<file path="config.mk">
export PLATFORM = sky130hd
export DESIGN_NAME = psfg_core
export DESIGN_NICKNAME = d
export VERILOG_FILES = /design/src/psfg_pkg.sv /design/src/psfg_core.sv
export VERILOG_INCLUDE_DIRS = /design/src
export SDC_FILE = /design/constraint.sdc
export NUM_CORES = 1
export LEC_CHECK = 0
export ABC_AREA = 1
export BUFFER_PORTS_ARGS = -buffer_cell sky130_fd_sc_hd__buf_2
export CELL_PAD_IN_SITES_DETAIL_PLACEMENT = 2
export CELL_PAD_IN_SITES_GLOBAL_PLACEMENT = 2
export CORE_AREA = 2 2 132 134
export CTS_CLUSTER_SIZE = 30
export DETAILED_ROUTE_END_ITERATION = 7
export DIE_AREA = 0 0 134 136
export PLACE_DENSITY = 0.84
export SLEW_MARGIN = 40
export SYNTH_ARGS = -nofsm -noshare
export SYNTH_HDL_FRONTEND = slang
export SYNTH_SLANG_ARGS = --single-unit
</file>
<file path="constraint.sdc">
create_clock -name clock_i -period 5.3 [get_ports clock_i]
set_input_delay 0.265 -clock clock_i [delete_from_list [all_inputs] [get_ports clock_i]]
set_output_delay 0.265 -clock clock_i [all_outputs]
set_load 0.01 [all_outputs]
</file>
<file path="src/psfg_cfg.svh">
// Purpose: Constants for the power switch fault and power-good logic
// Assumes: 125 MHz block clock
// Notes: Times in microseconds, counts derived from the clock rate
`ifndef PSFG_CFG_SVH
`define PSFG_CFG_SVH
`define PSFG_CLK_MHZ 125
`define PSFG_GOOD_ASSERT_US 10
`define PSFG_GOOD_DEASSERT_US 10
`define PSFG_BLANK_US 1000
`define PSFG_RETRY_US 16000
`define PSFG_GOOD_ASSERT_CYC (`PSFG_GOOD_ASSERT_US * `PSFG_CLK_MHZ)
`define PSFG_GOOD_DEASSERT_CYC (`PSFG_GOOD_DEASSERT_US * `PSFG_CLK_MHZ)
`define PSFG_BLANK_CYC (`PSFG_BLANK_US * `PSFG_CLK_MHZ)
`define PSFG_RETRY_CYC (`PSFG_RETRY_US * `PSFG_CLK_MHZ)
`define PSFG_CNT_W 24
`define PSFG_CTRL_ADDR 8'h00
`define PSFG_STAT_ADDR 8'h04
`define PSFG_CTRL_RESET 8'h01
`define PSFG_CTRL_ENABLE 0
`define PSFG_CTRL_RETRY 1
`define PSFG_CTRL_BREAKER 2
`define PSFG_CTRL_CLAMP 3
`define PSFG_CTRL_FLAGPIN 4
`define PSFG_STAT_STATE 0
`define PSFG_STAT_FAULT 4
`define PSFG_STAT_SWITCH 8
`define PSFG_STAT_GOOD 9
`define PSFG_STAT_FLAG_N 10
`define PSFG_STAT_LIMIT 11
`endif

</file>
<file path="src/psfg_pkg.sv">
// Purpose: Types for the power switch fault and power-good logic
// Assumes: Comparator levels already digital
// Notes: Sense struct carries every pin-level input
`default_nettype none
package psfg_pkg;
  typedef struct packed {
    logic enable_undervoltage_input;
    logic en_sd;
    logic supply;
    logic undervoltage_protect;
    logic ovp;
    logic over_temp;
    logic cooled;
    logic over_cur;
    logic short_ckt;
    logic ilm_short;
    logic ilm_open;
    logic good_rise;
    logic good_fall;
    logic gate_full;
  } psfg_sense_t;
  typedef enum logic [2:0] {
    ST_OFF = 3'h0,
    ST_INRUSH = 3'h1,
    ST_ON = 3'h2,
    ST_LATCHED = 3'h3,
    ST_COOL = 3'h4,
    ST_RETRY = 3'h5
  } psfg_state_t;
  typedef enum logic [2:0] {
    FT_NONE = 3'h0,
    FT_TEMP = 3'h1,
    FT_BREAKER = 3'h2,
    FT_ILM_SHORT = 3'h3
  } psfg_fault_t;
endpackage : psfg_pkg
`default_nettype wire

</file>
<file path="src/psfg_core.sv">
// Purpose: Fault response, fault flag and power-good logic of a power switch
// Assumes: Analog comparators deliver levels; Wishbone classic slave
// Notes: Flag and good pins are open-drain: oe high pulls the pin low
`include "psfg_cfg.svh"
`default_nettype none
module psfg_core #(
  parameter int GOOD_ASSERT_CYC = `PSFG_GOOD_ASSERT_CYC,
  parameter int GOOD_DEASSERT_CYC = `PSFG_GOOD_DEASSERT_CYC,
  parameter int BLANK_CYC = `PSFG_BLANK_CYC,
  parameter int RETRY_CYC = `PSFG_RETRY_CYC
) (
  input wire logic clock_i,
  input wire logic rstn_i,
  input wire psfg_pkg::psfg_sense_t sense_i,
  input wire logic wb_cyc_i,
  input wire logic wb_stb_i,
  input wire logic wb_we_i,
  input wire logic [7:0] wb_adr_i,
  input wire logic [3:0] wb_sel_i,
  input wire logic [31:0] wb_dat_i,
  output logic [31:0] wb_dat_o,
  output logic wb_ack_o,
  output logic pass_switch_o,
  output logic limiting_o,
  output logic fault_flag_n_o,
  output logic fault_flag_oe_o,
  output logic power_good_o,
  output logic power_good_oe_o
);
  localparam int CW = `PSFG_CNT_W;

  psfg_pkg::psfg_sense_t meta_r;
  psfg_pkg::psfg_sense_t s_r;
  psfg_pkg::psfg_state_t state_r;
  psfg_pkg::psfg_state_t state_nxt;
  psfg_pkg::psfg_fault_t fault_r;
  logic [7:0] ctrl_r;
  logic [CW-1:0] blank_cnt_r;
  logic [CW-1:0] retry_cnt_r;
  logic [CW-1:0] dg_cnt_r;
  logic blank_done;
  logic retry_done;
  logic run_ok;
  logic clear_req;
  logic ilm_open_r;
  logic pg_level_r;
  logic good_cond;
  logic flag_cond;
  logic cl_active;
  logic power_good_r;
  logic fault_flag_n_r;
  logic limiting_r;
  logic ack_r;
  logic [31:0] rdata_r;

  function automatic logic is_live(input psfg_pkg::psfg_state_t st);
    is_live = (st == psfg_pkg::ST_INRUSH) || (st == psfg_pkg::ST_ON);
  endfunction : is_live

  // Pins are asynchronous to the block clock
  always_ff @(posedge clock_i) begin
    meta_r <= sense_i;
    s_r <= meta_r;
  end

  // Removing supply or enable below shutdown clears a latch
  assign clear_req = !s_r.supply || !s_r.en_sd;
  // Open monitor pin holds the switch off only after its blanking ran out
  assign run_ok = s_r.supply && s_r.enable_undervoltage_input && !s_r.undervoltage_protect && ctrl_r[`PSFG_CTRL_ENABLE]
    && !(s_r.ovp && !ctrl_r[`PSFG_CTRL_CLAMP]) && !ilm_open_r;
  assign blank_done = blank_cnt_r == CW'(BLANK_CYC - 1);
  assign retry_done = retry_cnt_r == CW'(RETRY_CYC - 1);
  assign cl_active = !ctrl_r[`PSFG_CTRL_BREAKER] && s_r.over_cur && blank_done;

  // Blanking counts while any slow current fault persists
  always_ff @(posedge clock_i) begin
    if (!rstn_i || !is_live(state_r)) begin
      blank_cnt_r <= '0;
    end else if (s_r.over_cur || s_r.ilm_short || s_r.ilm_open) begin
      if (!blank_done) begin
        blank_cnt_r <= blank_cnt_r + CW'(1);
      end
    end else begin
      blank_cnt_r <= '0;
    end
  end

  // Retry delay restarts on every entry and on a clear
  always_ff @(posedge clock_i) begin
    if (!rstn_i || state_r != psfg_pkg::ST_RETRY || clear_req) begin
      retry_cnt_r <= '0;
    end else if (!retry_done) begin
      retry_cnt_r <= retry_cnt_r + CW'(1);
    end
  end

  always_comb begin
    state_nxt = state_r;
    case (state_r)
      psfg_pkg::ST_OFF: begin
        if (run_ok) begin
          state_nxt = psfg_pkg::ST_INRUSH;
        end
      end
      psfg_pkg::ST_INRUSH, psfg_pkg::ST_ON: begin
        if (s_r.over_temp) begin
          state_nxt = psfg_pkg::ST_COOL;
        end else if ((s_r.ilm_short || (ctrl_r[`PSFG_CTRL_BREAKER] && s_r.over_cur))
                     && blank_done) begin
          state_nxt = ctrl_r[`PSFG_CTRL_RETRY] ? psfg_pkg::ST_RETRY
                                                : psfg_pkg::ST_LATCHED;
        end else if (s_r.ilm_open && blank_done) begin
          state_nxt = psfg_pkg::ST_OFF;
        end else if (!run_ok) begin
          state_nxt = psfg_pkg::ST_OFF;
        end else if (state_r == psfg_pkg::ST_INRUSH && s_r.gate_full) begin
          state_nxt = psfg_pkg::ST_ON;
        end
      end
      psfg_pkg::ST_COOL: begin
        if (clear_req) begin
          state_nxt = psfg_pkg::ST_OFF;
        end else if (s_r.cooled) begin
          state_nxt = ctrl_r[`PSFG_CTRL_RETRY] ? psfg_pkg::ST_RETRY
                                                : psfg_pkg::ST_LATCHED;
        end
      end
      psfg_pkg::ST_LATCHED: begin
        if (clear_req) begin
          state_nxt = psfg_pkg::ST_OFF;
        end
      end
      psfg_pkg::ST_RETRY: begin
        if (clear_req || retry_done) begin
          state_nxt = psfg_pkg::ST_OFF;
        end
      end
      default: state_nxt = psfg_pkg::ST_OFF;
    endcase
  end

  always_ff @(posedge clock_i) begin
    if (!rstn_i) begin
      state_r <= psfg_pkg::ST_OFF;
    end else begin
      state_r <= state_nxt;
    end
  end

  // Latch holds the type until a clear or a retry expiry
  always_ff @(posedge clock_i) begin
    if (!rstn_i) begin
      fault_r <= psfg_pkg::FT_NONE;
    end else if (is_live(state_r) && state_nxt == psfg_pkg::ST_COOL) begin
      fault_r <= psfg_pkg::FT_TEMP;
    end else if (is_live(state_r) && !is_live(state_nxt) && state_nxt != psfg_pkg::ST_OFF) begin
      fault_r <= s_r.ilm_short ? psfg_pkg::FT_ILM_SHORT : psfg_pkg::FT_BREAKER;
    end else if (state_nxt == psfg_pkg::ST_OFF) begin
      fault_r <= psfg_pkg::FT_NONE;
    end
  end

  // Open monitor pin: not latched, flagged until the pin recovers
  always_ff @(posedge clock_i) begin
    if (!rstn_i || !s_r.ilm_open) begin
      ilm_open_r <= 1'b0;
    end else if (is_live(state_r) && blank_done) begin
      ilm_open_r <= 1'b1;
    end
  end

  // Breaker trips are never flagged; short circuit never flags
  assign flag_cond = fault_r == psfg_pkg::FT_TEMP || fault_r == psfg_pkg::FT_ILM_SHORT
    || ilm_open_r || (cl_active && state_r == psfg_pkg::ST_ON);

  always_ff @(posedge clock_i) begin
    if (!rstn_i) begin
      fault_flag_n_r <= 1'b1;
      limiting_r <= 1'b0;
    end else begin
      fault_flag_n_r <= !(ctrl_r[`PSFG_CTRL_FLAGPIN] && flag_cond);
      limiting_r <= is_live(state_r) && (cl_active || s_r.short_ckt);
    end
  end

  // Hysteresis between rise and fall thresholds
  always_ff @(posedge clock_i) begin
    if (!rstn_i) begin
      pg_level_r <= 1'b0;
    end else if (s_r.good_rise) begin
      pg_level_r <= 1'b1;
    end else if (!s_r.good_fall) begin
      pg_level_r <= 1'b0;
    end
  end

  // Only the fully on switch counts; inrush keeps good low
  assign good_cond = state_r == psfg_pkg::ST_ON && pg_level_r;

  always_ff @(posedge clock_i) begin
    if (!rstn_i) begin
      dg_cnt_r <= '0;
      power_good_r <= 1'b0;
    end else if (good_cond == power_good_r) begin
      dg_cnt_r <= '0;
    end else if (good_cond && dg_cnt_r == CW'(GOOD_ASSERT_CYC - 1)) begin
      power_good_r <= 1'b1;
      dg_cnt_r <= '0;
    end else if (!good_cond && dg_cnt_r == CW'(GOOD_DEASSERT_CYC - 1)) begin
      power_good_r <= 1'b0;
      dg_cnt_r <= '0;
    end else begin
      dg_cnt_r <= dg_cnt_r + CW'(1);
    end
  end

  assign pass_switch_o = is_live(state_r);
  assign limiting_o = limiting_r;
  assign fault_flag_n_o = fault_flag_n_r;
  assign fault_flag_oe_o = !fault_flag_n_r;
  assign power_good_o = power_good_r;
  assign power_good_oe_o = !power_good_r;

  // Wishbone: one wait state, then ack for a single cycle
  always_ff @(posedge clock_i) begin
    if (!rstn_i) begin
      ack_r <= 1'b0;
      ctrl_r <= `PSFG_CTRL_RESET;
      rdata_r <= '0;
    end else begin
      ack_r <= wb_cyc_i && wb_stb_i && !ack_r;
      rdata_r <= '0;
      // Write lands at the edge where the master sees ack
      if (wb_cyc_i && wb_stb_i && ack_r && wb_we_i && wb_sel_i[0]
          && wb_adr_i == `PSFG_CTRL_ADDR) begin
        ctrl_r <= wb_dat_i[7:0];
      end
      if (wb_cyc_i && wb_stb_i && !ack_r) begin
        if (!wb_we_i && wb_adr_i == `PSFG_CTRL_ADDR) begin
          rdata_r <= {24'h000000, ctrl_r};
        end else if (!wb_we_i && wb_adr_i == `PSFG_STAT_ADDR) begin
          rdata_r[`PSFG_STAT_STATE +: 3] <= state_r;
          rdata_r[`PSFG_STAT_FAULT +: 3] <= fault_r;
          rdata_r[`PSFG_STAT_SWITCH] <= pass_switch_o;
          rdata_r[`PSFG_STAT_GOOD] <= power_good_r;
          rdata_r[`PSFG_STAT_FLAG_N] <= fault_flag_n_r;
          rdata_r[`PSFG_STAT_LIMIT] <= limiting_r;
        end
      end
    end
  end

  assign wb_ack_o = ack_r;
  assign wb_dat_o = rdata_r;
endmodule : psfg_core
`default_nettype wire

</file>
## Word level (Yosys, flattened, before mapping)

Cells that the tools add are included.

| operators by class | value |
|---|---|
| $add $sub $neg | 3 |
| equality and inequality tests | 17 |
| multiplexer cells | 24 |
| bitwise gates (word level) | 5 |
| reductions and logical operators | 77 |

Operator list:

| operator | count |
|---|---|
| 24-bit by 1-bit adder with 24-bit output (second input constant) | 3 |
| 3-bit 2-to-1 mux | 17 |
| 1-bit logical AND | 30 |
| 24-bit by 11-bit == test with 1-bit output (second input constant) | 1 |
| 24-bit by 17-bit == test with 1-bit output (second input constant) | 1 |
| 24-bit by 21-bit == test with 1-bit output (second input constant) | 1 |
| 1-bit zero test | 17 |
| 1-bit logical OR | 15 |
| 3-bit case mux with 5 select lines | 1 |
| 3-bit by 2-bit == test with 1-bit output (second input constant) | 4 |
| 3-bit by 1-bit == test with 1-bit output (second input constant) | 3 |
| 3-bit == test (second input constant) | 3 |
| 8-bit by 3-bit == test with 1-bit output (second input constant) | 1 |
| 8-bit zero test | 1 |
| 4-bit OR reduction | 2 |
| 3-bit zero test | 2 |
| 1-bit 2-to-1 mux | 6 |
| 3-bit nonzero test | 2 |
| 2-bit OR reduction | 3 |
| 1-bit inverter | 5 |
| 2-bit AND reduction | 2 |
| 2-bit nonzero test | 2 |
| 3-bit inequality test (second input constant) | 1 |
| 3-bit AND reduction | 1 |
| 2 further kinds | 2 |

| word-level totals | value |
|---|---|
| register bits | 152 |
| input bits | 63 |
| output and inout bits | 39 |
| logic and storage cells | 171 |

## Longest topological paths before layout

| logic depth | value |
|---|---|
| word-level depth | 17 |
| depth in mapped cells | 17 |
| gate-level depth less buffers | 17 |

## Worst setup path before layout

Ideal clock, no wire load.

| timing | value |
|---|---|
| path kind | reg-to-reg |
| start point | reg retry_cnt_r[0] |
| end point | reg retry_cnt_r[21] |
| library setup time | 0.115 ns |
| arrival time | 1.681 ns |
| required time | 5.185 ns |
| slack | 3.504 ns |
| stages on the path, launching flop included | 16 |
| path buffers | 0 |
| period minus slack after synthesis | 1.796 ns |
| path through | dfxtp_1 > ha_1 > nand2_1 > inv_1 > nand3_2 > nor3_2 > nand2_2 > nand2_1 > nor2_2 > nand3_1 > nor2_1 > nand3b_1 > nor2_2 > nand3_1 > nand2_1 > nor2_1 |

| between the ends | value |
|---|---|
| longest elaborated chain between the ends | 1 |
| elaborated cells on any way between the ends | 2 |
| those cells by class | add/sub (1); eq/ne (1) |

RTL lines:

| item | RTL line | source |
|---|---|---|
| from (decl) | psfg_core.sv:39 | `logic [CW-1:0] retry_cnt_r;` |
| from (signal assigned) | psfg_core.sv:93 | `retry_cnt_r <= retry_cnt_r + CW'(1);` |
| 24-bit by 1-bit adder with 24-bit output / 24-bit by 21-bit == test with 1-bit output (equally long branches) | psfg_core.sv:93, psfg_core.sv:72 |  |

Parallel ways exist; a longest one is shown, timed or not.
A chain may end at the register's enable or synchronous reset.

## Worst setup path in the final report

Ends and elaborated chain as after synthesis.

==> summary.md <==
| Metric | Value |
|---|---|
| Clk slew on worst S/H paths | `~0.060 ns` |
| Commonest cells after routing, fill and taps aside | `131 x dfxtp_1, 115 x nand2_1, 110 x inv_1` |
| DRT iter0 DRCs | `between 150 and 200` |
| Post-synthesis sequential area ratio | `between 40% and 50%` |
| Worst-margin pin slew | `~0.53 ns` |
| Synth unique cells | `between 40 and 50` |
| Multi-input gate area | `approximately 2400 um2` |
| Setup TNS Final | `0 ns` |
| Die X | `134 um` |
| Final WL | `about 18000 um` |
| PortBufs | `54` |
| DR vias/cell | `between 4 and 5` |
| Critical path class | `register to register` |
| Slew HR | `64.5%` |
| Hold Crit Class | `input pin to register` |
| Core ar. | `16900 um2` |
| Post-synthesis mux area share | `0%` |
| Final Non-Filler Cells | `~1100` |
| Fin. Hold Viols | `0` |
| Fill count | `roughly 2000` |
| Routed wire per std cell | `16.5 um` |
| Min cycle time layout | `roughly 2.4 ns` |
| RePlAce Congestion | `around 0.8` |
| First-pass GRT wire length | `around 28000 um` |
| XOR/XNOR Fraction of Synth Area | `approximately 2.0%` |
| Total track usage | `20.1%` |
| Nets@finish | `approximately 900` |
| Synth Area in Compound Gates | `between 10% and 20%` |
| Largest family of logic cells by synthesized area | `simple AND/OR/NAND/NOR gates` |
| RSZ-0062 raised after global routing | `false` |
| Fraction of layout cells with a size suffix above 1 | `about 15%` |
| H-tree levels | `4` |
| Period utilization | `44.4%` |
| Commonest non-fill, non-tap cell in the layout | `dfxtp_1` |
| Residual DRC | `0` |
| Placed cell count | `slightly above 1000` |
| Root buf cell | `clkbuf_16` |
| MaxCap Viol Count | `0` |
| Adder-cell share of the synthesized area | `0.886%` |
| Worst setup SP type | `register` |
| Number of clock sinks | `between 100 and 150` |
| Post-synth EDFFs | `0` |
| Total CTS buffers | `17` |
| CTS tree | `yes` |
| Synth Area per Inst | `~7.6 um2` |
| Chip height | `~140 um` |
| WL met2 | `~9700 um` |
| Number of global-route vias before repair | `between 5000 and 6000` |
| Final Max Slew Viols | `0` |
| Post-synthesis cell area | `around 5600 um2` |
| Max clock buf depth | `2` |
| DR pass1 iterations | `4` |
| Leakage Power | `about 0.0027 uW` |
| IO Pins | `between 100 and 150` |
| Worst path required time | `between 5 and 6 ns` |
| Peak supply drop | `roughly 0.25 mV` |
| Die area | `approximately 18000 um2` |
| Post-synthesis register bit count | `131` |
| Status | `finished clean` |
| Num rows | `48` |
| FF/Latch Area | `2620 um2` |
| Initial Util | `between 30% and 40%` |
| Antenna diodes | `0` |
| Top sig layer | `met4` |
| Pwr per Cell Area | `about 340 nW/um2` |
| Vias post-DR | `about 5200` |
| Yosys warning count | `0` |
| Metal-1 WL | `around 7300 um` |
| Crit end category | `register` |
| Area Overhead vs Synth | `21.5%` |
| Detail Route Antenna Nets | `0` |
| Gr ovfl total | `0` |
| CTS resizes | `0` |
| Fmax | `about 0.43 GHz` |
| Final setup viols | `0` |
| Setup Skew | `about 0.012 ns` |
| Detailed Place HPWL | `between 10000 and 15000 um` |
| Post-synthesis instance total | `approximately 750` |
| Clk_lat worst skew | `between 0.4 and 0.5 ns` |
| Worst Path Arrival | `~2.7 ns` |
| Primary FF master, synth | `dfxtp_1` |
| Initial antenna violation count | `0` |
| Largest net degree at the start of global routing | `22` |
| DR WL met3 | `roughly 410 um` |
| Crit path max fanout | `4` |
| Simple-Gate Fraction of Synth Area | `between 20% and 30%` |
| Async set or reset register ratio after synthesis | `0%` |
## per-layer routing
| layer | global-route usage [%] | up-vias |
|---|---|---|
| li1 | - | 2552 |
| met1 | 21.2 | 2525 |
| met2 | 39.1 | 54 |
| met3 | 4.47 | 20 |
| met4 | 6.97 | 0 |
| met5 | 0 | - |
## critical path: stages (launching register included)
cell,delay [ns]
dfxtp_1,0.33
ha_1,0.24
nand2_1,0.10
inv_1,0.06
nand3_2,0.11
nor3_2,0.05
nand2_2,0.11
nand2_1,0.09
nor2_2,0.20
nand3_1,0.13
nor2_1,0.21
nand3b_1,0.22
nor2_2,0.20
nand3_1,0.09
nand2_1,0.07
nor2_1,0.04
## flip-flops by register name, summed over array words and instances, names as in the netlist, 2 cells and up
register and cells:
blank_cnt_r 24, dg_cnt_r 24, retry_cnt_r 24, meta_r 14
s_r 14, wb_dat_o 12, ctrl_r 8, state_r 3
fault_r 2
## through the flow
stage	worst slack (ns)	hold slack, ns	power [uW]	utilization (%)	cell area, um2
floorplan	3.50	0.293	1060	-	5720
global placement	2.91	0.314	1060	36.1	6090
detailed placement	2.77	0.314	1070	36.1	6090
CTS	2.61	0.112	2340	40.6	6850
global route	2.74	0.137	2400	40.7	6860
finish	2.95	0.133	2320	40.7	6860
## Yosys cell counts, types with 4 or more instances
| cell type | number | share of area [%] |
|---|---|---|
| a21oi_1 | 59 | 5.2 |
| xor2_1 | 7 | 1.1 |
| nor4_1 | 14 | 1.6 |
| o21ai_0 | 43 | 3.8 |
| nand4_1 | 21 | 2.3 |
| buf_4 | 20 | 2.7 |
| o22ai_1 | 5 | 0.55 |
| nor2_1 | 84 | 5.6 |
| nor3_1 | 30 | 2.7 |
| nand3_1 | 29 | 2.6 |
| nand2_1 | 115 | 7.6 |
| nand2_2 | 10 | 1.1 |
| inv_2 | 10 | 0.66 |
| nand3_2 | 5 | 0.89 |
| ha_1 | 4 | 0.89 |
| nor2_4 | 6 | 1.2 |
| inv_1 | 110 | 7.3 |
| dfxtp_1 | 131 | 46 |
| xnor2_1 | 6 | 0.93 |
## cell type report
class | count | share of cell area [%]
clock buffer | 20 | 6.80
clock inverter | 10 | 2.28
inverter | 122 | 6.67
multi-input combinational | 485 | 35.7
sequential | 131 | 38.2
tap | 225 | 4.10
timing repair buffer | 70 | 6.25
## worst paths after layout
check / from / endpoint / slack [ns] / depth (start not counted)
max: retry_cnt_r[0] / retry_cnt_r[21] / 2.95 / 15
min: wb_dat_i[6] / ctrl_r[6] / 0.13 / 3
max reg2reg: retry_cnt_r[0] / retry_cnt_r[21] / 2.95 / 15
min reg2reg: meta_r[9] / s_r[9] / 0.33 / 0
## power breakdown
group          switching (uW)  internal [uW]
clock network             447            816
registers                6.24            998
logic                    28.4           21.5
total                     482           1830
## repair_timing
item                      CTS  global route
setup buffers               0             0
hold buffers               14             0
hold endpoints to repair   14             0
## cell families (layout without fill, tap and decap cells)
kind of cell / after synthesis / count (layout)
AO/OA/AOI/OAI: 121 / 121
XOR/XNOR: 13 / 13
adder cells (fa/ha/maj): 4 / 4
buffers and inverters: 148 / 222
flip-flops: 131 / 131
other: 1 / 20
AND/OR/NAND/NOR: 327 / 327
Note: power is estimated with default switching activity, not from simulation.
